==> config.mk <==
export PLATFORM = sky130hd
export DESIGN_NAME = ios_seq
export DESIGN_NICKNAME = d
export VERILOG_FILES = /design/src/logic/ios_seq.v
export VERILOG_INCLUDE_DIRS = /design/src /design/src/logic
export SDC_FILE = /design/constraint.sdc
export NUM_CORES = 1
export LEC_CHECK = 0
export ABC_AREA = 0
export ABC_CLOCK_PERIOD_IN_PS = 2900
export BUFFER_PORTS_ARGS = -buffer_cell sky130_fd_sc_hd__buf_2
export CAP_MARGIN = 15
export CORE_MARGIN = 2
export CORE_UTILIZATION = 40
export CTS_CLUSTER_DIAMETER = 120
export DETAILED_ROUTE_END_ITERATION = 7
export GPL_ROUTABILITY_DRIVEN = 1
export PLACE_DENSITY = 0.68
export SLEW_MARGIN = 15
export SYNTH_ARGS = -nofsm -noshare
export SYNTH_HDL_FRONTEND = slang
export SYNTH_SLANG_ARGS = --single-unit
export TNS_END_PERCENT = 20
==> constraint.sdc <==
create_clock -name core_clk -period 2.9 [get_ports core_clk]
set_input_delay 0 -clock core_clk [delete_from_list [all_inputs] [get_ports core_clk]]
set_output_delay 0 -clock core_clk [all_outputs]
set_load 0.02 [all_outputs]
==> src/logic/ios_seq_regs.vh <==
`ifndef IOS_SEQ_REGS_VH
`define IOS_SEQ_REGS_VH
// Variant codes
`define IOS_VAR_FIRST       2'h0
`define IOS_VAR_SECOND      2'h1
`define IOS_VAR_THIRD       2'h2
// Clock rate
`define IOS_CLK_MHZ         100
// Register offsets (byte addresses)
`define IOS_OFS_CTRL        12'h000
`define IOS_OFS_STATUS      12'h004
`define IOS_OFS_PINS        12'h008
// Control fields
`define IOS_CTRL_RESTART    0
`define IOS_CTRL_RST_VAL    32'h0000_0000
// Status fields
`define IOS_ST_STATE_LSB    0
`define IOS_ST_BUSY         4
`define IOS_ST_READY        5
`define IOS_ST_CHAIN        6
`define IOS_ST_STARTUP      7
`define IOS_ST_PULL         8
// Times in ns (first variant)
`define IOS_T1_POR_SHORT_NS 12000000
`define IOS_T1_POR_LONG_NS  100000000
`define IOS_T1_ADD_NS       33000
`define IOS_T1_ADD_LONG_NS  50000000
`define IOS_T1_CD_NS        600
`define IOS_T1_UM_NS        25000
`define IOS_T1_ST0_NS       800
`define IOS_T1_ST1_NS       100000
// Second variant
`define IOS_T2_POR_SHORT_NS 1000000
`define IOS_T2_POR_LONG_NS  70000000
`define IOS_T2_ADD_NS       4000000
`define IOS_T2_ADD_LONG_NS  25000000
`define IOS_T2_CD_NS        500
`define IOS_T2_UM_NS        6000
`define IOS_T2_ST0_NS       800
`define IOS_T2_ST1_NS       40000
// Third variant
`define IOS_T3_POR_NS       5000
`define IOS_T3_ADD_NS       0
`define IOS_T3_ADD_LONG_NS  50000000
`define IOS_T3_CD_NS        500
`define IOS_T3_UM_NS        2500
`define IOS_T3_ST0_NS       200
`define IOS_T3_ST1_NS       1000
`endif

==> src/logic/ios_seq.v <==
// Chosen here: register access over AXI4-Lite and the register offsets.
`timescale 1ns/1ps
// What this block does
// - Startup-complete is low from sequence start, whatever restart level.
// - Startup-complete rises only after ready_release is high.
// - Chain-enable asserts together with ready_release release.
// - io_weak_pull_disable gates user I/O weak pull-ups during init.
// - First variant reset delay 12 ms or 100 ms by delay select.
// - First variant busy falls within 800 ns, rises within 100 us.
// - First variant extra delay 33-60 us, or 50-90 ms added.
// - First variant ready delay 600-1100 ns, user mode 25-55 us.
// - Second variant reset 1-2/70-100 ms, extra 4-8 or 25-75 ms.
// - Second variant busy 800 ns / 40 us, user mode 6-28 us.
// - Third variant reset 5 us, extra 0 or 50 ms.
// - Third variant busy 200 ns / 1 us, user mode 2.5-8 us.
// - Weak pull-ups on busy, restart and ready pins.
// - Serial clock and eight data inputs carry weak pull-ups.
// - Startup-complete enable is a fixed parameter.
// - Delay select lengthens reset sequence before initialization.
// - After reset delay, initialize and release ready_release.
// - Restart pulse drives busy, ready_release, startup and user mode low, chain-enable out high, then repeats release order.
`include "ios_seq_regs.vh"
module ios_seq #(
   parameter [1:0] VARIANT       = `IOS_VAR_FIRST,
   parameter       LONG_SELECT   = 0,
   parameter       ADDED_DELAY   = 0,
   parameter       STARTUP_EN    = 1,
   parameter       POR_SHORT_NS  = `IOS_T1_POR_SHORT_NS,
   parameter       POR_LONG_NS   = `IOS_T1_POR_LONG_NS,
   parameter       ADD_NS        = `IOS_T1_ADD_NS,
   parameter       ADD_LONG_NS   = `IOS_T1_ADD_LONG_NS,
   parameter       CD_NS         = `IOS_T1_CD_NS,
   parameter       UM_NS         = `IOS_T1_UM_NS
) (
   input  wire        core_clk,
   input  wire        rst,
   input  wire        clk_en,
   input  wire        restart_request_n,
   input  wire        chain_enable_in_n,
   input  wire        io_weak_pull_disable,
   output wire        busy_flag_n_o,
   output wire        busy_flag_n_oe,
   input  wire        busy_flag_n_i,
   output wire        ready_release_o,
   output wire        ready_release_oe,
   input  wire        ready_release_i,
   output reg         chain_enable_out_n,
   output reg         startup_done,
   output reg         user_mode,
   output reg         io_weak_pull_en,
   output wire        restart_pull_en,
   output wire        busy_pull_en,
   output wire        ready_pull_en,
   output wire        cfg_serial_clock_pull_en,
   output wire [7:0]  cfg_data_pull_en,
   input  wire [11:0] s_axi_awaddr,
   input  wire        s_axi_awvalid,
   output wire        s_axi_awready,
   input  wire [31:0] s_axi_wdata,
   input  wire [3:0]  s_axi_wstrb,
   input  wire        s_axi_wvalid,
   output wire        s_axi_wready,
   output reg  [1:0]  s_axi_bresp,
   output reg         s_axi_bvalid,
   input  wire        s_axi_bready,
   input  wire [11:0] s_axi_araddr,
   input  wire        s_axi_arvalid,
   output wire        s_axi_arready,
   output reg  [31:0] s_axi_rdata,
   output reg  [1:0]  s_axi_rresp,
   output reg         s_axi_rvalid,
   input  wire        s_axi_rready
);
   // Cycle counts, least times rounded up
   // Third variant has one fixed reset delay, so delay select is ignored there
   localparam         IS_THIRD = (VARIANT == `IOS_VAR_THIRD);
   localparam integer POR_NS   = (LONG_SELECT && !IS_THIRD) ? POR_LONG_NS
                                                            : POR_SHORT_NS;
   localparam integer ADDT_NS  = ADDED_DELAY ? ADD_LONG_NS : ADD_NS;
   localparam integer NSPC     = 1000 / `IOS_CLK_MHZ;
   localparam integer POR_CYC  = (POR_NS + NSPC - 1) / NSPC;
   localparam integer ADD_CYC  = (ADDT_NS + NSPC - 1) / NSPC;
   localparam integer CD_CYC   = (CD_NS + NSPC - 1) / NSPC;
   localparam integer UM_CYC   = (UM_NS + NSPC - 1) / NSPC;
   localparam integer POR_C1   = POR_CYC < 1 ? 1 : POR_CYC;
   localparam integer ADD_C1   = ADD_CYC < 1 ? 1 : ADD_CYC;
   localparam integer CD_C1    = CD_CYC < 1 ? 1 : CD_CYC;
   localparam integer UM_C1    = UM_CYC < 1 ? 1 : UM_CYC;

   localparam [2:0] ST_POR   = 3'd0;
   localparam [2:0] ST_HOLD  = 3'd1;
   localparam [2:0] ST_ADD   = 3'd2;
   localparam [2:0] ST_CD    = 3'd3;
   localparam [2:0] ST_UM    = 3'd4;
   localparam [2:0] ST_USER  = 3'd5;

   reg  [2:0]  state;
   reg  [31:0] cnt;
   reg  [2:0]  rq_sync;
   reg         rq_n;
   reg         busy_n;
   reg         ready;
   reg         sw_restart;
   reg         aw_held;
   reg         w_held;
   reg  [11:0] aw_addr;
   reg  [31:0] w_data;
   reg  [3:0]  w_strb;

   // Three-stage sync; level taken when stages two and three agree
   always @(posedge core_clk or posedge rst) begin
      if (rst) begin
         rq_sync <= 3'b111;
         rq_n    <= 1'b1;
      end else if (clk_en) begin
         rq_sync <= {rq_sync[1:0], restart_request_n};
         if (rq_sync[1] == rq_sync[2])
            rq_n <= rq_sync[2];
      end
   end

   wire restart_hit = !rq_n || sw_restart;
   // Three sync stages plus rq_n and the busy register (five cycles, 50 ns) stay far below 200 ns
   always @(posedge core_clk or posedge rst) begin
      if (rst) begin
         state              <= ST_POR;
         cnt                <= 32'h0000_0000;
         busy_n             <= 1'b0;
         ready              <= 1'b0;
         chain_enable_out_n <= 1'b1;
         startup_done       <= 1'b0;
         user_mode          <= 1'b0;
         io_weak_pull_en    <= 1'b0;
      end else if (clk_en) begin
         io_weak_pull_en <= !user_mode && !io_weak_pull_disable;
         if (restart_hit && state != ST_POR) begin
            state              <= ST_HOLD;
            cnt                <= 32'h0000_0000;
            busy_n             <= 1'b0;
            ready              <= 1'b0;
            chain_enable_out_n <= 1'b1;
            startup_done       <= 1'b0;
            user_mode          <= 1'b0;
         end else begin
            case (state)
               ST_POR: begin
                  if (cnt >= POR_C1 - 1) begin
                     cnt   <= 32'h0000_0000;
                     state <= rq_n ? ST_ADD : ST_HOLD;
                     busy_n <= rq_n;
                  end else
                     cnt <= cnt + 32'h0000_0001;
               end
               ST_HOLD: begin
                  // Release of restart raises busy next cycle, well inside 1 us
                  if (rq_n) begin
                     busy_n <= 1'b1;
                     state  <= ST_ADD;
                     cnt    <= 32'h0000_0000;
                  end
               end
               ST_ADD: begin
                  if (cnt >= ADD_C1 - 1) begin
                     cnt   <= 32'h0000_0000;
                     state <= ST_CD;
                  end else
                     cnt <= cnt + 32'h0000_0001;
               end
               ST_CD: begin
                  if (cnt >= CD_C1 - 1) begin
                     cnt                <= 32'h0000_0000;
                     ready              <= 1'b1;
                     chain_enable_out_n <= chain_enable_in_n;
                     state              <= ST_UM;
                  end else
                     cnt <= cnt + 32'h0000_0001;
               end
               ST_UM: begin
                  if (cnt >= UM_C1 - 1) begin
                     cnt          <= 32'h0000_0000;
                     user_mode    <= 1'b1;
                     startup_done <= (STARTUP_EN != 0) && ready;
                     state        <= ST_USER;
                  end else
                     cnt <= cnt + 32'h0000_0001;
               end
               ST_USER: state <= ST_USER;
               default: state <= ST_POR;
            endcase
         end
      end
   end

   // Open-drain: drive low only, pull-ups let the line rise
   assign busy_flag_n_o    = 1'b0;
   assign busy_flag_n_oe   = !busy_n;
   assign ready_release_o  = 1'b0;
   assign ready_release_oe = !ready;
   assign restart_pull_en  = 1'b1;
   assign busy_pull_en     = 1'b1;
   assign ready_pull_en    = 1'b1;
   assign cfg_serial_clock_pull_en = 1'b1;
   assign cfg_data_pull_en = 8'hff;

   // AXI4-Lite slave; one write and one read at a time
   assign s_axi_awready = !aw_held && !s_axi_bvalid;
   assign s_axi_wready  = !w_held && !s_axi_bvalid;
   assign s_axi_arready = !s_axi_rvalid;
   wire wr_go = aw_held && w_held && !s_axi_bvalid;

   always @(posedge core_clk or posedge rst) begin
      if (rst) begin
         aw_held      <= 1'b0;
         w_held       <= 1'b0;
         aw_addr      <= 12'h000;
         w_data       <= 32'h0000_0000;
         w_strb       <= 4'h0;
         s_axi_bvalid <= 1'b0;
         s_axi_bresp  <= 2'b00;
         sw_restart   <= 1'b0;
         s_axi_rvalid <= 1'b0;
         s_axi_rdata  <= 32'h0000_0000;
         s_axi_rresp  <= 2'b00;
      end else if (clk_en) begin
         sw_restart <= 1'b0;
         if (s_axi_awvalid && s_axi_awready) begin
            aw_held <= 1'b1;
            aw_addr <= s_axi_awaddr;
         end
         if (s_axi_wvalid && s_axi_wready) begin
            w_held <= 1'b1;
            w_data <= s_axi_wdata;
            w_strb <= s_axi_wstrb;
         end
         if (wr_go) begin
            aw_held      <= 1'b0;
            w_held       <= 1'b0;
            s_axi_bvalid <= 1'b1;
            s_axi_bresp  <= 2'b00;
            if (aw_addr[11:2] == `IOS_OFS_CTRL >> 2)
               sw_restart <= w_strb[0] && w_data[`IOS_CTRL_RESTART];
            else if (aw_addr[11:2] != `IOS_OFS_STATUS >> 2 &&
                     aw_addr[11:2] != `IOS_OFS_PINS >> 2)
               s_axi_bresp <= 2'b10;
         end else if (s_axi_bvalid && s_axi_bready)
            s_axi_bvalid <= 1'b0;
         if (s_axi_arvalid && s_axi_arready) begin
            s_axi_rvalid <= 1'b1;
            s_axi_rresp  <= 2'b00;
            case (s_axi_araddr[11:2])
               `IOS_OFS_CTRL >> 2: s_axi_rdata <= `IOS_CTRL_RST_VAL;
               `IOS_OFS_STATUS >> 2: s_axi_rdata <= {23'h0, io_weak_pull_en,
                  startup_done, !chain_enable_out_n, ready, !busy_n, 1'b0, state};
               `IOS_OFS_PINS >> 2: s_axi_rdata <= {28'h0, chain_enable_in_n,
                  ready_release_i, busy_flag_n_i, rq_n};
               default: begin
                  s_axi_rdata <= 32'h0000_0000;
                  s_axi_rresp <= 2'b10;
               end
            endcase
         end else if (s_axi_rvalid && s_axi_rready)
            s_axi_rvalid <= 1'b0;
      end
   end
endmodule

### Word-level counts from Yosys, hierarchy flattened

Index checks and enable logic that the tools add are counted.

| cells by class | value |
|---|---|
| equality and inequality tests | 15 |
| multiplexer cells | 45 |
| magnitude comparators | 4 |
| add/sub/neg operators | 1 |
| reductions and logical operators | 53 |

Operators with widths:

| operator | number |
|---|---|
| $mux 32 | 6 |
| $pmux 32 s5 | 1 |
| $ge 32x12->1 const B | 2 |
| $add 32x1->32 const B | 1 |
| $ge 32x21->1 const B | 1 |
| $ge 32x6->1 const B | 1 |
| $mux 1 | 25 |
| $logic_not 10->1 | 2 |
| $mux 3 | 6 |
| $pmux 3 s6 | 1 |
| $pmux 9 s2 | 1 |
| $reduce_and 2->1 | 9 |
| $reduce_bool 2->1 | 8 |
| $ne 3x3->1 const B | 5 |
| $logic_and 1x1->1 | 13 |
| $eq 10x1->1 const B | 1 |
| $eq 10x2->1 const B | 1 |
| $logic_not 1->1 | 10 |
| $ne 10x1->1 const B | 1 |
| $ne 10x2->1 const B | 1 |
| $reduce_and 3->1 | 3 |
| $mux 2 | 4 |
| $eq 3x2->1 const B | 2 |
| $eq 3x3->1 const B | 2 |
| other kinds (10) | 11 |

| storage, ports and cells | value |
|---|---|
| output and inout port bits | 61 |
| bits in registers | 100 |
| bits of input ports | 73 |

### Logic depth before layout (Yosys ltp)

| logic depth | value |
|---|---|
| depth after elaboration | 5 |
| mapped depth | 10 |

### Worst setup path after synthesis

OpenSTA, ideal clock, no wires.

| timing | value |
|---|---|
| path type | reg-to-reg |
| from | reg cnt[15] |
| to | reg cnt[5] |
| cell stages (with the launch flop) | 11 |
| setup time | 92 ps |
| arrival | 2,634 ps |
| data required time | 2,808 ps |
| path slack | 175 ps |
| clock period less this slack | 2,725 ps |
| cell sequence | dfrtp_1 -> buf_6 -> or4_1 -> or3_1 -> or3_4 -> o31a_1 -> o22ai_2 -> buf_6 -> buf_4 -> a41oi_1 -> o31ai_2 |

| between the ends | value |
|---|---|
| word-level cells in the longest chain between the ends | 4 |
| elaborated cells on any way between the ends | 10 |

RTL lines:

| what | line | source |
|---|---|---|
| start: declaration | ios_seq.v:98 | `reg [31:0] cnt;` |
| start signal: assignment | ios_seq.v:152 | `cnt <= cnt + 32'h0000_0001;` |
| start signal: assignment | ios_seq.v:167 | `cnt <= cnt + 32'h0000_0001;` |
| start signal: assignment | ios_seq.v:176 | `cnt <= cnt + 32'h0000_0001;` |
| $ge 32x12->1, or another cell as far along | ios_seq.v:179 | `if (cnt >= UM_C1 - 1) begin` |
| $mux 32, on equally long branches | n/a |  |
| $pmux 32 s5 * | ios_seq.v:145 | `case (state)` |
| $mux 32 * | ios_seq.v:136 | `if (restart_hit && state != ST_POR) begin` |

Mark *: on every way between the ends. The rest lies on a longest branch, timed or not.
A chain may end at the register's enable or synchronous reset.

### Worst setup path after layout

| timing | value |
|---|---|
| from | reg cnt[13] |
| to | reg cnt[6] |

Same word-level chain as after synthesis.

==> flow_metrics.py <==
metrics = {
    "finish": {
        "seqCellArea_um2": 1830,
        "stdcell_area_um2": 4780,
        "multi_input_area_um2": 1880,
        "area_delta_synth_final_pct": 21.4,
        "fillers": 899,
        "antennaDiodeCount": 0,
        "drive_gt1_share_pct": 25.2,
        "nets": 581,
    },
    "logic_synthesis": {
        "synthDistinctLibCells": 59,
        "synth.top_cell.area_share_pct": 43.2,
        "async_reset_ff_share_pct": 100,
        "netlist_area_um2": 3940,
        "syn_inst": 422,
        "ys_seq_elements": 73,
        "yosysSeqAreaShare_pct": 46.6,
        "ys_warn_count": 0,
        "synth_top_area_cell": "dfrtp_1",
        "synth_edf_count": 0,
        "syn_area_per_cell_um2": 9.33,
        "ys.flop_type": "dfrtp_1",
        "synth.area.top_cells": "dfrtp_1 43%, buf_4 7.6%, nand2_1 4.8%",
    },
    "timing": {
        "max_freq_mhz": 356,
        "worstMarginPinSlew_ns": 0.922,
        "relSlewSlack_pct": 38.4,
        "finalWorstPathRequiredPeriod_ns": 2.81,
        "period_share_pct": 96.8,
        "tns_ns": 0,
        "whs_ns": 0.0278,
        "drv_slew": 0,
        "finalSetupViolations": 0,
        "hold_violations": 0,
        "rsz0062_at_grt": "true",
        "final.setup_skew_ns": 0.00881,
    },
    "pwr": {
        "power_density_nw_per_um2": 688,
        "p_comb_share_pct": 35.0,
        "cellInternalPower_uw": 1990,
        "p_seq_share_pct": 41.9,
        "ir_worst_vdd_uv": 387,
        "cellLeakagePower_uw": 0.00213,
        "power_switching_uw": 1300,
        "switching_share_pct": 39.5,
        "power_frac_clock_pct": 23.0,
    },
    "grt": {
        "grt_max_degree": 54,
        "grt_pass1_wl_um": 14000,
        "antenna_found_initial": 0,
        "track_usage_pct": 16.8,
        "grt-ovfl-total": 0,
        "grt_pass1_vias": 3002,
    },
    "hold_path": {
        "hold_path_class": "primary input to flip-flop",
    },
    "detailed_routing": {
        "wl_per_cell_um": 13.5,
        "via_count": 3333,
        "wirelength_um": 8710,
        "drtAntennaViolNets": 0,
        "viasPerCell": 5.17,
        "dr.pass1.iters": 4,
        "drt_iter0_drc": 197,
        "drc_errors": 0,
    },
    "placement": {
        "dpl.hpwl_um": 5840,
        "place_congestion": 0.869,
        "place_area_um2": 4230,
        "io_buffer_count": 56,
    },
    "status": {
        "status": "finished, final reports clean",
    },
    "worst_setup_path": {
        "startpoint_type": "flip-flop",
        "crit_path_top_delay_cell": "or4_4",
        "crit_top_cell": "or3_4",
        "critPathKind": "flip-flop to flip-flop",
        "path_buf_inv": 1,
        "cp_cell_sequence": "or4_4, or3_4, or3_4, o31a_1, o22ai_4, nand3_4, buf_6, o22ai_2",
        "worstPathMaxFanout": 7,
        "end_kind": "flip-flop",
        "critPathRequiredTime_ns": 3.19,
        "crit_family": "simple AND/OR/NAND/NOR gates",
        "critPathArrivalTime_ns": 3.09,
        "max_stage_delay_ns": 0.54,
    },
    "clock_network": {
        "cts_tree": "built",
        "numClockSinks": 73,
        "cts_buffer_depth": 2,
        "worstSkewPairLatency_ns": 0.36,
        "h-tree-depth": 3,
        "numCtsBuffers": 9,
        "path_clk_slew_ns": 0.08,
        "cts.root.buffer_cell": "clkbuf_8",
    },
    "floorplan": {
        "core_area_um2": 9680,
        "io_pins": 134,
        "die_height_um": 103,
        "die-area_um2": 10700,
        "initial_core_util_pct": 40.6,
        "rows": 36,
        "die_w_um": 103,
    },
    "job": {
        "drv_cap": 0,
    },
}
cell usage in the layout, fill, tap and decap left out, types with 3 or more instances in the layout:
master / netlist / final
a21oi_1: 9 / 9
a221oi_1: 3 / 3
a31oi_1: 8 / 8
and2_1: 13 / 13
and3_1: 3 / 3
buf_2: 1 / 56
buf_4: 40 / 12
buf_6: 3 / 3
clkbuf_8: 0 / 9
conb_1: 2 / 39
dfrtp_1: 68 / 68
dfstp_2: 5 / 5
dlygate4sd3_1: 0 / 24
inv_1: 17 / 16
mux2_2: 14 / 14
nand2_1: 50 / 50
nand2b_1: 4 / 4
nand3_1: 19 / 19
nand4_1: 13 / 13
nor2_1: 31 / 31
nor3_1: 9 / 9
nor4_1: 10 / 10
o21ai_0: 17 / 16
o22ai_1: 8 / 7
o311ai_2: 0 / 4
o31a_1: 3 / 3
or2_2: 3 / 3
or3_1: 5 / 4
routing by layer:
metal	part of all wire (%)	GRT usage (%)	vias up
met5	0	0	-
met1	43	21.7	1587
met4	1.2	4.35	0
li1	-	-	1624
met2	50	28.0	115
met3	6.5	4.84	7
flip-flops by register name, indices dropped and copies added (netlist names), 3 cells and up:
register and cells:
rq_sync 3, state 3, aw_addr 10, cnt 32, s_axi_rdata 9
kinds of logic (layout without fill, tap and decap cells):
logic type      count (synthesis)  after routing  share of synthesized area, %
flops                          73             73                          46.6
simple gates                  171            172                          21.9
buf+inv                        77            129                          11.8
fa+ha+maj                       1              1                         0.318
other cells                     2             39                         0.191
compound gates                 83             83                          15.0
mux                            15             15                          4.26
metrics by stage:
stage          total power [uW]  utilization [%]  cells  setup WS, ns
2_1_floorplan              2200                -    459         0.175
6_report                   3290             49.3    645        0.0935
5_1_grt                    3500             49.3    645      0.000253
4_1_cts                    3200             48.0    641        0.0315
3_3_place_gp               2380             43.7    601         0.129
3_5_place_dp               2420             43.7    601        0.0589
worst reg2reg max path: stages, from the launching register on:
cell,delay [ns]
dfrtp_1,0.38
or4_4,0.54
or3_4,0.34
or3_4,0.38
o31a_1,0.29
o22ai_4,0.23
nand3_4,0.21
buf_6,0.20
o22ai_2,0.14
path summary, 6_finish.rpt:
path | depth (start not counted) | slack [ns] | startpoint | end
worst max-delay path | 8 | 0.09 | cnt[13] | cnt[6]
worst min-delay path | 3 | 0.03 | clk_en | rq_sync[1]
worst max register to register | 8 | 0.09 | cnt[13] | cnt[6]
worst min register to register | 2 | 0.47 | s_axi_rdata[5] | s_axi_rdata[5]
max in group asynchronous | 4 | 1.70 | rst | s_axi_rdata[1]
min in group asynchronous | 3 | 0.16 | rst | cnt[21]
layout make-up:
class | count | area share [%]
clock inverter | 7 | 1.28
clock buffer | 9 | 2.59
multi-input combinational | 310 | 39.4
sequential | 73 | 38.4
inverter | 18 | 1.41
tap | 133 | 3.48
timing repair buffer | 95 | 13.5
cells in the mapped netlist (2+ instances only):
library cell and number:
a221oi_1 3, o32a_1 2, dfrtp_1 68, nand2b_1 4, a2111oi_0 2, nand3_1 19
mux2_2 14, dfstp_2 5, and2_1 13, a22o_1 2, a31oi_1 8, o31a_1 3
nor4_1 10, nand2_1 50, a22oi_1 2, inv_1 17, or3_1 5, nor2_1 31
buf_6 3, a21oi_1 9, nor3_1 9, o311ai_1 7, nand4_1 13, o211ai_1 2
or2_2 3, and3_1 3, buf_4 40, o22ai_1 8, o21ba_2 2, nor3b_1 2
buf_1 2, conb_1 2, nor4b_1 2, o21ai_0 17, or4_1 3, a211oi_1 2
clkbuf_1 13
timing repair:
action,CTS,global route
hold buffers,24,0
setup buffers,0,3
setup endpoints to repair,0,20
hold endpoints to repair,42,0
resized for setup,0,16
power by group through the flow:
stage / combinational (uW) / sequential (uW) / clock [uW]
3_3_place_gp: 994 / 1390 / 0
2_1_floorplan: 838 / 1360 / 0
5_1_grt: 1280 / 1410 / 814
4_1_cts: 1050 / 1380 / 772
6_report: 1150 / 1380 / 757
3_5_place_dp: 1020 / 1400 / 0
(Power assumes the default switching activity.)
